$ cat src/design/tfa_pkg.sv
package tfa_pkg;
  // ---------------------------------------------------------------
  // Register map (byte addresses, one 32-bit word each)
  // ---------------------------------------------------------------
  localparam logic [7:0] TSC_OFF = 8'h00;
  localparam logic [7:0] OVF_OFF = 8'h04;
  localparam logic [7:0] CNT_OFF = 8'h08;
  localparam logic [7:0] FSEL_OFF = 8'h0C;
  localparam logic [7:0] EDGE_OFF = 8'h10;
  localparam logic [7:0] PULSE_ACCUM_CONTROL_OFF = 8'h20;
  localparam logic [7:0] PAFLG_OFF = 8'h24;
  localparam logic [7:0] PACNT_OFF = 8'h28;
  localparam logic [7:0] CHAN_BASE = 8'h40;
  localparam logic [7:0] CHAN_LAST = 8'h5C;
  // ---------------------------------------------------------------
  // Field positions
  // ---------------------------------------------------------------
  localparam int TSC_EN_BIT = 7;
  localparam int TSC_FFC_BIT = 4;
  localparam int OVF_FLAG_BIT = 7;
  localparam int PAF_OVF_BIT = 1;
  localparam int PAF_IN_BIT = 0;
  localparam int SHARED_PIN = 7;
  localparam int NUM_CHAN = 8;
  // Channel 6 is left out to give the reserved-register behaviour
  localparam logic [7:0] CHAN_PRESENT = 8'hBF;
  // ---------------------------------------------------------------
  // Reset values and timing
  // ---------------------------------------------------------------
  localparam logic [7:0] REG8_RST = 8'h00;
  localparam logic [15:0] REG16_RST = 16'h0000;
  localparam logic [15:0] CNT_MAX = 16'hFFFF;
  localparam logic [7:0] LOW_MAX = 8'hFF;
  localparam int DIV_SLOW = 64;
  localparam logic [5:0] DIV_LAST = 6'(DIV_SLOW - 1);
  // ---------------------------------------------------------------
  // Types
  // ---------------------------------------------------------------
  typedef enum logic [1:0] {
    CLK_PRESCALE, CLK_ACCUM, CLK_ACCUM_256, CLK_ACCUM_64K
  } tfa_clk_sel_type;

  typedef struct packed {
    logic rsvd;
    logic accum_enable;
    logic accum_mode_select;
    logic accum_edge_select;
    tfa_clk_sel_type clk_sel;
    logic accum_overflow_irq_enable;
    logic accum_input_irq_enable;
  } tfa_pulse_accum_control_type;

  typedef struct packed {
    logic cyc;
    logic stb;
    logic we;
    logic [7:0] adr;
    logic [3:0] sel;
    logic [31:0] dat;
  } tfa_wb_req_type;
endpackage

$ cat src/design/tfa_timer.sv
// Implementation choice: the Wishbone register port.
`timescale 1ns/1ps
// Summary of operation
// - Counter overflow flag sets when free-running counter wraps FFFF to 0000.
// - Writing one to flag bit 7 clears it, only while timer or accum enabled.
// - With fast clear on, any counter access clears the overflow flags, only while timer or accum enabled.
// - Capture channels latch the counter on the configured pin transition.
// - Compare channels hold the value that triggers the channel action.
// - Channel register writes work in compare mode, ignored in capture mode.
// - All channel capture/compare registers reset to zero.
// - Absent channel registers read zero and ignore writes.
// - Accumulator enable works independently of the timer enable, except gated counting needs the timer's div-64 tick.
// - The accumulator input is the channel seven pin.
// - Mode bit picks event count or gated time, only while enabled.
// - Event mode counts falling edges, or rising when edge select set.
// - Gated, edge select zero: high level gates div-64 tick; fall flags.
// - Gated, edge select one: low level gates div-64 tick; rise flags.
// - Overflow interrupt requested while its flag and enable are set.
// - Input interrupt requested while its flag and enable are set.
// - Clock select: prescaler, accum clock, accum/256, accum/65536.
// - Accumulator disabled forces prescaler clock; selection acts at once.
// - Accumulator overflow flag sets when count wraps FFFF to 0000.
module tfa_timer (
  input wire logic clk_i,
  input wire logic rst_i,
  input wire tfa_pkg::tfa_wb_req_type wb_req_i,
  output logic [31:0] wb_dat_o,
  output logic wb_ack_o,
  input wire logic [7:0] chan_pin_i,
  output logic [7:0] chan_event_o,
  output logic accum_overflow_irq_o,
  output logic accum_input_irq_o
);
  import tfa_pkg::*;

  // ---------------------------------------------------------------
  // State
  // ---------------------------------------------------------------
  logic timer_global_enable;
  logic fast_flag_clear;
  logic counter_overflow_flag;
  logic [15:0] free_running_counter;
  logic [7:0] channel_function_select;
  logic [15:0] capture_edge_cfg;
  tfa_pulse_accum_control_type pulse_accum_control;
  logic accum_overflow_flag;
  logic accum_input_flag;
  logic [15:0] accum_count;
  logic [15:0] chan_value [NUM_CHAN];
  logic [7:0] high_hold;
  logic [7:0] pin_prev;
  logic [5:0] slow_div;
  logic [31:0] next_dat;

  // ---------------------------------------------------------------
  // Bus decode
  // ---------------------------------------------------------------
  logic bus_req;
  logic bus_done;
  logic wr;
  logic rd;
  logic wr_lo;
  logic wr_hi;
  logic chan_hit;
  logic [2:0] chan_idx;
  logic [7:0] adr;
  logic [31:0] wdat;

  assign adr = wb_req_i.adr;
  assign wdat = wb_req_i.dat;
  assign bus_req = wb_req_i.cyc && wb_req_i.stb;
  // Action happens on the edge where the master samples ack
  assign bus_done = bus_req && wb_ack_o;
  assign wr = bus_done && wb_req_i.we;
  assign rd = bus_done && !wb_req_i.we;
  assign wr_lo = wr && wb_req_i.sel[0];
  assign wr_hi = wr && wb_req_i.sel[1];
  assign chan_hit = (adr >= CHAN_BASE) && (adr <= CHAN_LAST)
                    && (adr[1:0] == 2'b00);
  assign chan_idx = adr[4:2];

  always_ff @(posedge clk_i) begin
    if (rst_i) begin
      wb_ack_o <= 1'b0;
    end else begin
      wb_ack_o <= bus_req && !wb_ack_o;
    end
  end

  // ---------------------------------------------------------------
  // Pin sampling and slow tick
  // ---------------------------------------------------------------
  logic channel_seven_pin;
  logic pa_rise;
  logic pa_fall;
  logic slow_tick;
  logic [7:0] rise;
  logic [7:0] fall;

  assign channel_seven_pin = chan_pin_i[SHARED_PIN];
  assign rise = chan_pin_i & ~pin_prev;
  assign fall = ~chan_pin_i & pin_prev;
  assign pa_rise = rise[SHARED_PIN];
  assign pa_fall = fall[SHARED_PIN];
  // Divide-by-64 comes from the timer prescaler, so no tick without it
  assign slow_tick = timer_global_enable && (slow_div == DIV_LAST);

  always_ff @(posedge clk_i) begin
    if (rst_i) begin
      pin_prev <= REG8_RST;
    end else begin
      pin_prev <= chan_pin_i;
    end
  end

  always_ff @(posedge clk_i) begin
    if (rst_i) begin
      slow_div <= '0;
    end else if (!timer_global_enable) begin
      slow_div <= '0;
    end else begin
      slow_div <= slow_div + 6'h01;
    end
  end

  // ---------------------------------------------------------------
  // Pulse accumulator
  // ---------------------------------------------------------------
  logic pa_on;
  logic pa_gated;
  logic pa_inc;
  logic pa_flag_edge;
  logic pa_wrap;
  logic pa_access;
  logic flag_clear_ok;

  assign pa_on = pulse_accum_control.accum_enable;
  assign pa_gated = pulse_accum_control.accum_mode_select;
  // Same edge ends a gate and counts an event
  assign pa_flag_edge = pulse_accum_control.accum_edge_select ?
                        pa_rise : pa_fall;
  assign pa_inc = pa_on && (pa_gated ?
    (slow_tick && (channel_seven_pin
                   != pulse_accum_control.accum_edge_select)) :
    pa_flag_edge);
  assign pa_wrap = pa_inc && (accum_count == CNT_MAX);
  assign pa_access = bus_done && (adr == PACNT_OFF);
  assign flag_clear_ok = timer_global_enable || pa_on;

  always_ff @(posedge clk_i) begin
    if (rst_i) begin
      accum_count <= REG16_RST;
    end else begin
      if (pa_inc) begin
        accum_count <= accum_count + 16'h0001;
      end
      if (wr && adr == PACNT_OFF) begin
        if (wb_req_i.sel[1]) begin
          accum_count[15:8] <= wdat[15:8];
        end
        if (wb_req_i.sel[0]) begin
          accum_count[7:0] <= wdat[7:0];
        end
      end
    end
  end

  // Set wins over any clear in the same cycle
  always_ff @(posedge clk_i) begin
    if (rst_i) begin
      accum_overflow_flag <= 1'b0;
      accum_input_flag <= 1'b0;
    end else begin
      if (flag_clear_ok && fast_flag_clear && pa_access) begin
        accum_overflow_flag <= 1'b0;
        accum_input_flag <= 1'b0;
      end
      if (flag_clear_ok && wr_lo && adr == PAFLG_OFF) begin
        if (wdat[PAF_OVF_BIT]) begin
          accum_overflow_flag <= 1'b0;
        end
        if (wdat[PAF_IN_BIT]) begin
          accum_input_flag <= 1'b0;
        end
      end
      if (pa_wrap) begin
        accum_overflow_flag <= 1'b1;
      end
      if (pa_on && pa_flag_edge) begin
        accum_input_flag <= 1'b1;
      end
    end
  end

  always_ff @(posedge clk_i) begin
    if (rst_i) begin
      accum_overflow_irq_o <= 1'b0;
      accum_input_irq_o <= 1'b0;
    end else begin
      accum_overflow_irq_o <= accum_overflow_flag
        && pulse_accum_control.accum_overflow_irq_enable;
      accum_input_irq_o <= accum_input_flag
        && pulse_accum_control.accum_input_irq_enable;
    end
  end

  // ---------------------------------------------------------------
  // Free-running counter
  // ---------------------------------------------------------------
  logic cnt_tick;
  logic cnt_wrap;
  logic cnt_access;

  always_comb begin
    cnt_tick = 1'b0;
    if (!pa_on) begin
      cnt_tick = timer_global_enable;
    end else begin
      unique case (pulse_accum_control.clk_sel)
        CLK_PRESCALE: cnt_tick = timer_global_enable;
        CLK_ACCUM: cnt_tick = timer_global_enable && pa_inc;
        CLK_ACCUM_256: cnt_tick = timer_global_enable && pa_inc
                                  && (accum_count[7:0] == LOW_MAX);
        CLK_ACCUM_64K: cnt_tick = timer_global_enable && pa_wrap;
      endcase
    end
  end

  assign cnt_wrap = cnt_tick && (free_running_counter == CNT_MAX);
  assign cnt_access = bus_done && (adr == CNT_OFF);

  always_ff @(posedge clk_i) begin
    if (rst_i) begin
      free_running_counter <= REG16_RST;
    end else if (cnt_tick) begin
      free_running_counter <= free_running_counter + 16'h0001;
    end
  end

  always_ff @(posedge clk_i) begin
    if (rst_i) begin
      counter_overflow_flag <= 1'b0;
    end else begin
      if (flag_clear_ok && fast_flag_clear && cnt_access) begin
        counter_overflow_flag <= 1'b0;
      end
      if (flag_clear_ok && wr_lo && adr == OVF_OFF
          && wdat[OVF_FLAG_BIT]) begin
        counter_overflow_flag <= 1'b0;
      end
      if (cnt_wrap) begin
        counter_overflow_flag <= 1'b1;
      end
    end
  end

  // ---------------------------------------------------------------
  // Control registers
  // ---------------------------------------------------------------
  always_ff @(posedge clk_i) begin
    if (rst_i) begin
      timer_global_enable <= 1'b0;
      fast_flag_clear <= 1'b0;
      channel_function_select <= REG8_RST;
      capture_edge_cfg <= REG16_RST;
      pulse_accum_control <= tfa_pulse_accum_control_type'(REG8_RST);
    end else begin
      if (wr_lo && adr == TSC_OFF) begin
        timer_global_enable <= wdat[TSC_EN_BIT];
        fast_flag_clear <= wdat[TSC_FFC_BIT];
      end
      if (wr_lo && adr == FSEL_OFF) begin
        channel_function_select <= wdat[7:0] & CHAN_PRESENT;
      end
      if (wr_lo && adr == EDGE_OFF) begin
        capture_edge_cfg[7:0] <= wdat[7:0];
      end
      if (wr_hi && adr == EDGE_OFF) begin
        capture_edge_cfg[15:8] <= wdat[15:8];
      end
      if (wr_lo && adr == PULSE_ACCUM_CONTROL_OFF) begin
        pulse_accum_control <= tfa_pulse_accum_control_type'({1'b0, wdat[6:0]});
      end
    end
  end

  // ---------------------------------------------------------------
  // Capture / compare channels
  // ---------------------------------------------------------------
  logic [7:0] cap_hit;
  logic [7:0] cmp_hit;

  always_comb begin
    for (int i = 0; i < NUM_CHAN; i++) begin
      cap_hit[i] = CHAN_PRESENT[i] && !channel_function_select[i]
        && ((capture_edge_cfg[2*i] && rise[i])
            || (capture_edge_cfg[2*i+1] && fall[i]));
      cmp_hit[i] = CHAN_PRESENT[i] && channel_function_select[i]
        && cnt_tick && (free_running_counter == chan_value[i]);
    end
  end

  // Lone high-byte write is held until the low byte completes it
  always_ff @(posedge clk_i) begin
    if (rst_i) begin
      high_hold <= REG8_RST;
    end else if (wr_hi && chan_hit) begin
      high_hold <= wdat[15:8];
    end
  end

  always_ff @(posedge clk_i) begin
    if (rst_i) begin
      for (int i = 0; i < NUM_CHAN; i++) begin
        chan_value[i] <= REG16_RST;
      end
    end else begin
      for (int i = 0; i < NUM_CHAN; i++) begin
        if (cap_hit[i]) begin
          chan_value[i] <= free_running_counter;
        end else if (wr_lo && chan_hit && chan_idx == 3'(i)
                     && CHAN_PRESENT[i]
                     && channel_function_select[i]) begin
          chan_value[i] <= {wb_req_i.sel[1] ? wdat[15:8] : high_hold,
                            wdat[7:0]};
        end
      end
    end
  end

  always_ff @(posedge clk_i) begin
    if (rst_i) begin
      chan_event_o <= REG8_RST;
    end else begin
      chan_event_o <= cap_hit | cmp_hit;
    end
  end

  // ---------------------------------------------------------------
  // Read data
  // ---------------------------------------------------------------
  always_comb begin
    next_dat = '0;
    if (chan_hit) begin
      if (CHAN_PRESENT[chan_idx]) begin
        next_dat[15:0] = chan_value[chan_idx];
      end
    end else begin
      unique case (adr)
        TSC_OFF: begin
          next_dat[TSC_EN_BIT] = timer_global_enable;
          next_dat[TSC_FFC_BIT] = fast_flag_clear;
        end
        OVF_OFF: next_dat[OVF_FLAG_BIT] = counter_overflow_flag;
        CNT_OFF: next_dat[15:0] = free_running_counter;
        FSEL_OFF: next_dat[7:0] = channel_function_select;
        EDGE_OFF: next_dat[15:0] = capture_edge_cfg;
        PULSE_ACCUM_CONTROL_OFF: next_dat[7:0] = pulse_accum_control;
        PAFLG_OFF: begin
          next_dat[PAF_OVF_BIT] = accum_overflow_flag;
          next_dat[PAF_IN_BIT] = accum_input_flag;
        end
        PACNT_OFF: next_dat[15:0] = accum_count;
        default: next_dat = '0;
      endcase
    end
  end

  always_ff @(posedge clk_i) begin
    if (rst_i) begin
      wb_dat_o <= '0;
    end else if (bus_req && !wb_ack_o && !wb_req_i.we) begin
      wb_dat_o <= next_dat;
    end else begin
      wb_dat_o <= '0;
    end
  end
endmodule // tfa_timer

$ cat config.mk
export PLATFORM = sky130hd
export DESIGN_NAME = tfa_timer
export DESIGN_NICKNAME = d
export VERILOG_FILES = /design/src/design/tfa_pkg.sv /design/src/design/tfa_timer.sv
export SDC_FILE = /design/constraint.sdc
export NUM_CORES = 1
export LEC_CHECK = 0
export BUFFER_PORTS_ARGS = -buffer_cell sky130_fd_sc_hd__buf_2
export CAP_MARGIN = 40
export CORE_AREA = 2 2 169 171
export DETAILED_ROUTE_END_ITERATION = 12
export DIE_AREA = 0 0 171 173
export HOLD_SLACK_MARGIN = 0.03
export SETUP_SLACK_MARGIN = 0.4
export SLEW_MARGIN = 20
export SYNTH_ARGS = -nofsm -noshare
export SYNTH_HDL_FRONTEND = slang
export SYNTH_SLANG_ARGS = --single-unit
$ cat constraint.sdc
create_clock -name clk_i -period 3 [get_ports clk_i]
set_clock_uncertainty 0.05 [all_clocks]
set_input_delay 0.15 -clock clk_i [delete_from_list [all_inputs] [get_ports clk_i]]
set_output_delay 0.15 -clock clk_i [all_outputs]
set_load 0.05 [all_outputs]
Word-level counts from Yosys, hierarchy flattened:

Memories as Yosys holds them, arrays and structs flattened.
Index checks and enable logic that the tools add are counted.

* bits in writable memories: 128
* register bits after elaboration: 132
* word-level logic and storage cells: 286
* output and inout bits: 43
* memories: 2
* bits in read-only memories: 8

* add/subtract/negate cells: 3
* multiplexer cells: 94
* eq/ne operators: 28
* reductions and logical operators: 110
* order comparisons: 3
* bitwise logic cells: 21

Memories
* chan_value: words 8, bits a word 16, rd ports 8, clocked after Yosys merged registers in 0, write ports 8, RTL line tfa_timer.sv:49 `logic [15:0] chan_value [NUM_CHAN];`
* (name not given): words 8, bits a word 1, rd ports 1, clocked after Yosys merged registers in 0, write ports 0, RTL line tfa_timer.sv:345 `if (CHAN_PRESENT[chan_idx]) begin`

Operator list (number)
* 16-bit two-way mux: 18
* 16-bit == test: 7
* 1-bit logical AND: 86
* 1-bit two-way mux: 66
* 16-bit by 1-bit adder with 16-bit output, second input constant: 2
* 16-bit == test, second input constant: 2
* 8-bit by 6-bit == test with 1-bit output, second input constant: 3
* 8-bit two-way mux: 3
* 8-bit one-hot mux with 3 select lines: 1
* 2-bit one-hot mux with 5 select lines: 2
* 8-bit bitwise AND: 2
* 8-bit by 4-bit == test with 1-bit output, second input constant: 2
* 8-bit NOT: 2
* 1-bit OR: 14
* 1-bit one-hot mux with 6 select lines: 2
* 2-bit one-hot mux with 6 select lines: 1
* 3-bit == test, second input constant: 3
* 1-bit logical NOT: 9
* 8-bit by 3-bit == test with 1-bit output, second input constant: 1
* 8-bit by 5-bit == test with 1-bit output, second input constant: 1
* 8-bit == test, second input constant: 1
* 8-bit by 7-bit >= comparator with 1-bit output, second input constant: 1
* 8-bit by 7-bit <= comparator with 1-bit output, second input constant: 1
* 8-bit logical NOT: 1
* 16 further kinds: 28

Depth between registers and ports, before layout:

* depth after elaboration: 12
* mapped depth: 7

Worst setup path before layout:

No wires, ideal clock.

* kind: register to register
* start: register wb_ack_o
* end: memory chan_value[4][0] (enable)
* cell stages (with the launch flop): 7
* path slack: 0.154 ns
* data arrival time: 2.424 ns
* library setup time: 0.372 ns
* buffers on the path: 1
* cells stage by stage: dfxtp_1 > and3_1 > nand3_1 > nor4b_2 > and3_1 > clkbuf_1 > or3_1

RTL lines
* start, declared: RTL line tfa_timer.sv:28 `output logic wb_ack_o,`
* start signal, assigned: RTL line tfa_timer.sv:86 `wb_ack_o <= bus_req && !wb_ack_o;`
* end, declared: RTL line tfa_timer.sv:49

Final worst setup path:

* start: register accum_count[4]
* end: register free_running_counter[15]

* cells in the longest elaborated chain, start to end: 5
* elaborated cells between the ends (all ways): 7
* classes of those cells: 2 x eq/ne; 2 x mux; 3 x reduce/logical

Ends and longest elaborated chain
* start, declared: RTL line tfa_timer.sv:48 `logic [15:0] accum_count;`
* start signal, assigned: RTL line tfa_timer.sv:155 `accum_count <= accum_count + 16'h0001;`
* start signal, assigned: RTL line tfa_timer.sv:162 `accum_count[7:0] <= wdat[7:0];`
* 16-bit == test: RTL line tfa_timer.sv:146 `assign pa_wrap = pa_inc && (accum_count == CNT_MAX);`
* 1-bit logical AND: RTL line tfa_timer.sv:146
* 1-bit logical AND: RTL line tfa_timer.sv:224 `CLK_ACCUM_64K: cnt_tick = timer_global_enable && pa_wrap;`
* 1-bit one-hot mux with 4 select lines *: RTL line tfa_timer.sv:219 `unique case (pulse_accum_control.clk_sel)`
* 1-bit two-way mux *: RTL line tfa_timer.sv:216 `if (!pa_on) begin`
* end signal, assigned: RTL line tfa_timer.sv:236 `free_running_counter <= free_running_counter + 16'h0001;`
* end, declared: RTL line tfa_timer.sv:42 `logic [15:0] free_running_counter;`

Every way passes the cells marked *; elsewhere a longest branch is shown, timed or not.
A chain may end at the register's enable or synchronous reset.

==> metrics.md <==
| Metric | Value |
|---|---|
| Outcome | completed |
| Hold-fix buffers, CTS | 27 |
| Detail Placement HPWL | ~30000 microns |
| CP max FO | 14 |
| Synth-to-layout area growth | 15.7% |
| Required @ worst endpoint | 3.37 ns |
| Worst-Skew Late Latency | between 0.5 and 0.6 ns |
| Worst r2r path cells | 6 |
| Worst setup EP type | flip-flop |
| CTS tree | built |
| Final min period | approximately 2.4 ns |
| Crit Path Category | flip-flop to flip-flop |
| Ys Warns | 0 |
| Crit path capture | free_running_counter[15] |
| First-pass GRT wire length | 60900 microns |
| Total Power | about 7 mW |
| Max Slew Vio Count | 0 |
| Distinct cells, synth | 63 |
| Layout cells sized above 1 | between 10% and 20% |
| Initial antenna violation count | 0 |
| CTS Buffer Depth | 3 |
| Most frequent cells in the layout | 120 x nand2_1, 114 x xnor2_1, 114 x dfxtp_1 |
| FF+latch count, synth | approximately 230 |
| Drt first pass iters | 7 |
| Main synth FF type | dfxtp_1 |
| 1st-iter DRT viols | approximately 1300 |
| GR Overflow Total | 0 |
| Post-route ant nets | 0 |
| H-tree levels | 1 |
| Syn_area_per_cell | 10.1 sq um |
| CTS Buf Count | 26 |
| Die area | 0.0296 sq mm |
| Setup TNS Final | 0 ns |
| Worst setup path startpoint | accum_count[4] |
| Final setup violation count | 0 |
| Die width | ~170 microns |
| FILL cells | 2517 |
| Placed Cells | around 1600 |
| Post-synth ARST share | 0% |
| Core Rows | 61 |
| Synthesized instance count | 1221 |
| Top cell type's share of synthesized area | between 20% and 30% |
| Vias in the first global route | about 9800 |
| Reg-to-reg slack, setup | around 0.55 ns |
| Clock-pin slew on the worst setup and hold paths | about 0.070 ns |
| GRT Util Overall | 27.3% |
| Worst setup SP type | flip-flop |
| Initial core utilization | 44.7% |
| Cell Pwr Density | a little under 500 mW/mm^2 |
| Core Box Area | 0.0276 sq mm |
| Fin nets | ~1300 |
| I/O Pins | 100 |
| Post-CTS sizing | 0 |
| Max Freq | approximately 0.4 GHz |
| DR WL/cell | about 24 microns |
| Non-filler cells, final | 1686 |
| CP Data Arrival Time | about 2.8 ns |
| Syn Std Cell Area | roughly 0.012 sq mm |
| Fin crit share | about four fifths |
| # port buffers | 63 |
| Cell type with the largest total area after synthesis | edfxtp_1 |
| Fin. Hold Viols | 0 |
| # clock sinks | 226 |
| Peak VDD IR | 0.381 mV |
| Total Wirelength | roughly 40000 microns |
| Post-synth EDFFs | 112 |
| Die height | around 170 microns |
| Max cap viols | 0 |
| Largest net degree at the start of global routing | just under 50 |
| RR Endpoint | free_running_counter[15] |
| Root buf cell | clkbuf_16 |
| Area contributors post-synth | edfxtp_1 27%, dfxtp_1 18%, xnor2_1 8.1% |
| Reg2reg start | accum_count[4] |
| Rel. slew slack | around 41% |
| Via density | ~6.1 |
| Most common cell after layout, fill and taps aside | nand2_1 |
| Global placement routability congestion | about 0.94 |
| Hold WC Path Type | input port to flip-flop |
| Setup repair bufs after CTS | 0 |
| Detailed-route DRC error count | 0 |
| Tightest Pin Transition | 0.876 ns |
| DR vias | a little over 10000 |
| RSZ-0062 raised after global routing | no |
| Sequential area share after synthesis | a little under half |
| Leak pwr | just over 5 nW |
-- metal layers --
metal / wire length [microns] / GRT usage, % / share of wire, %
met5: 0 / 0 / 0
met4: 1510 / 9.11 / 3.7
met3: 3580 / 3.98 / 8.7
met2: 18300 / 41.6 / 45
met1: 17600 / 39.6 / 43
-- report_power, final --
group	switching (mW)	total, mW	internal, mW
Sequential	0.0461	3.34	3.29
Combinational	0.318	0.487	0.168
Clock	1.34	3.24	1.90
-- registers in the layout, summed over array words and instances, names as in the netlist, 5 cells and up --
register,cells
free_running_counter,16
chan_value,112
channel_function_select,7
high_hold,8
chan_event_o,7
capture_edge_cfg,16
wb_dat_o,16
pulse_accum_control,5
accum_count,16
pin_prev,7
slow_div,6
-- layout make-up --
cell class | instances | area, sq um | area share [%]
antenna | 1 | 2.50 | 0.0175
clock buffer | 35 | 772 | 5.40
clock inverter | 13 | 106 | 0.745
inverter | 9 | 33.8 | 0.236
multi-input combinational | 877 | 6240 | 43.7
sequential | 226 | 5650 | 39.5
tap | 378 | 473 | 3.31
timing repair buffer | 147 | 1020 | 7.11
-- critical path, stage by stage (launching register included) --
cell	delay [ns]
dfxtp_1	0.50
nand4_1	0.25
o21ai_0	0.26
buf_4	0.17
o221ai_2	0.30
a2111oi_2	0.42
mux2_1	0.35
-- cells by family (layout without fill, tap and decap cells) --
family	after synthesis	in the layout	synth area share [%]
adders and majority gates	3	3	0.304
buffers and inverters	134	204	4.78
other	1	18	0.0304
DFF	226	226	45.7
AOI/OAI and AO/OA	286	286	16.5
xor gates and xnor gates	129	129	9.15
muxes	83	83	8.73
and+or+nand+nor	359	359	14.7
-- how the worst min path moves through the flow --
stage,from,end,slack (ns),cells after the start
after floorplan,wb_req_i[13],accum_count[13],0.22,2
after global placement,chan_pin_i[5],pin_prev[5],0.35,2
after global routing,wb_req_i[44],accum_count[13],0.14,5
final,wb_req_i[44],accum_count[13],0.08,5
after detailed placement,chan_pin_i[5],pin_prev[5],0.34,2
after CTS,wb_req_i[44],accum_count[13],0.07,5
-- per-stage QoR --
stage          area [sq um]  utilization [%]  hold slack [ns]  setup WS [ns]
6_report              14300             51.7           0.0832          0.553
5_1_grt               14300             51.7            0.144          0.430
4_1_cts               14300             51.6           0.0701          0.587
3_5_place_dp          13100             47.5            0.342          0.529
3_3_place_gp          13100             47.4            0.349          0.545
2_1_floorplan         12400                -            0.217          0.401
-- Yosys cell counts, types with 33 or more instances --
| library cell | n |
|---|---|
| nand2_1 | 120 |
| dfxtp_1 | 114 |
| xnor2_1 | 114 |
| edfxtp_1 | 112 |
| clkbuf_1 | 87 |
| o21ai_0 | 72 |
| nor2_1 | 60 |
| a22o_1 | 52 |
| nand3_1 | 48 |
| a21oi_1 | 41 |
| mux2i_1 | 38 |
| nand4_1 | 33 |
No activity file was read; power rests on OpenSTA's default activity.
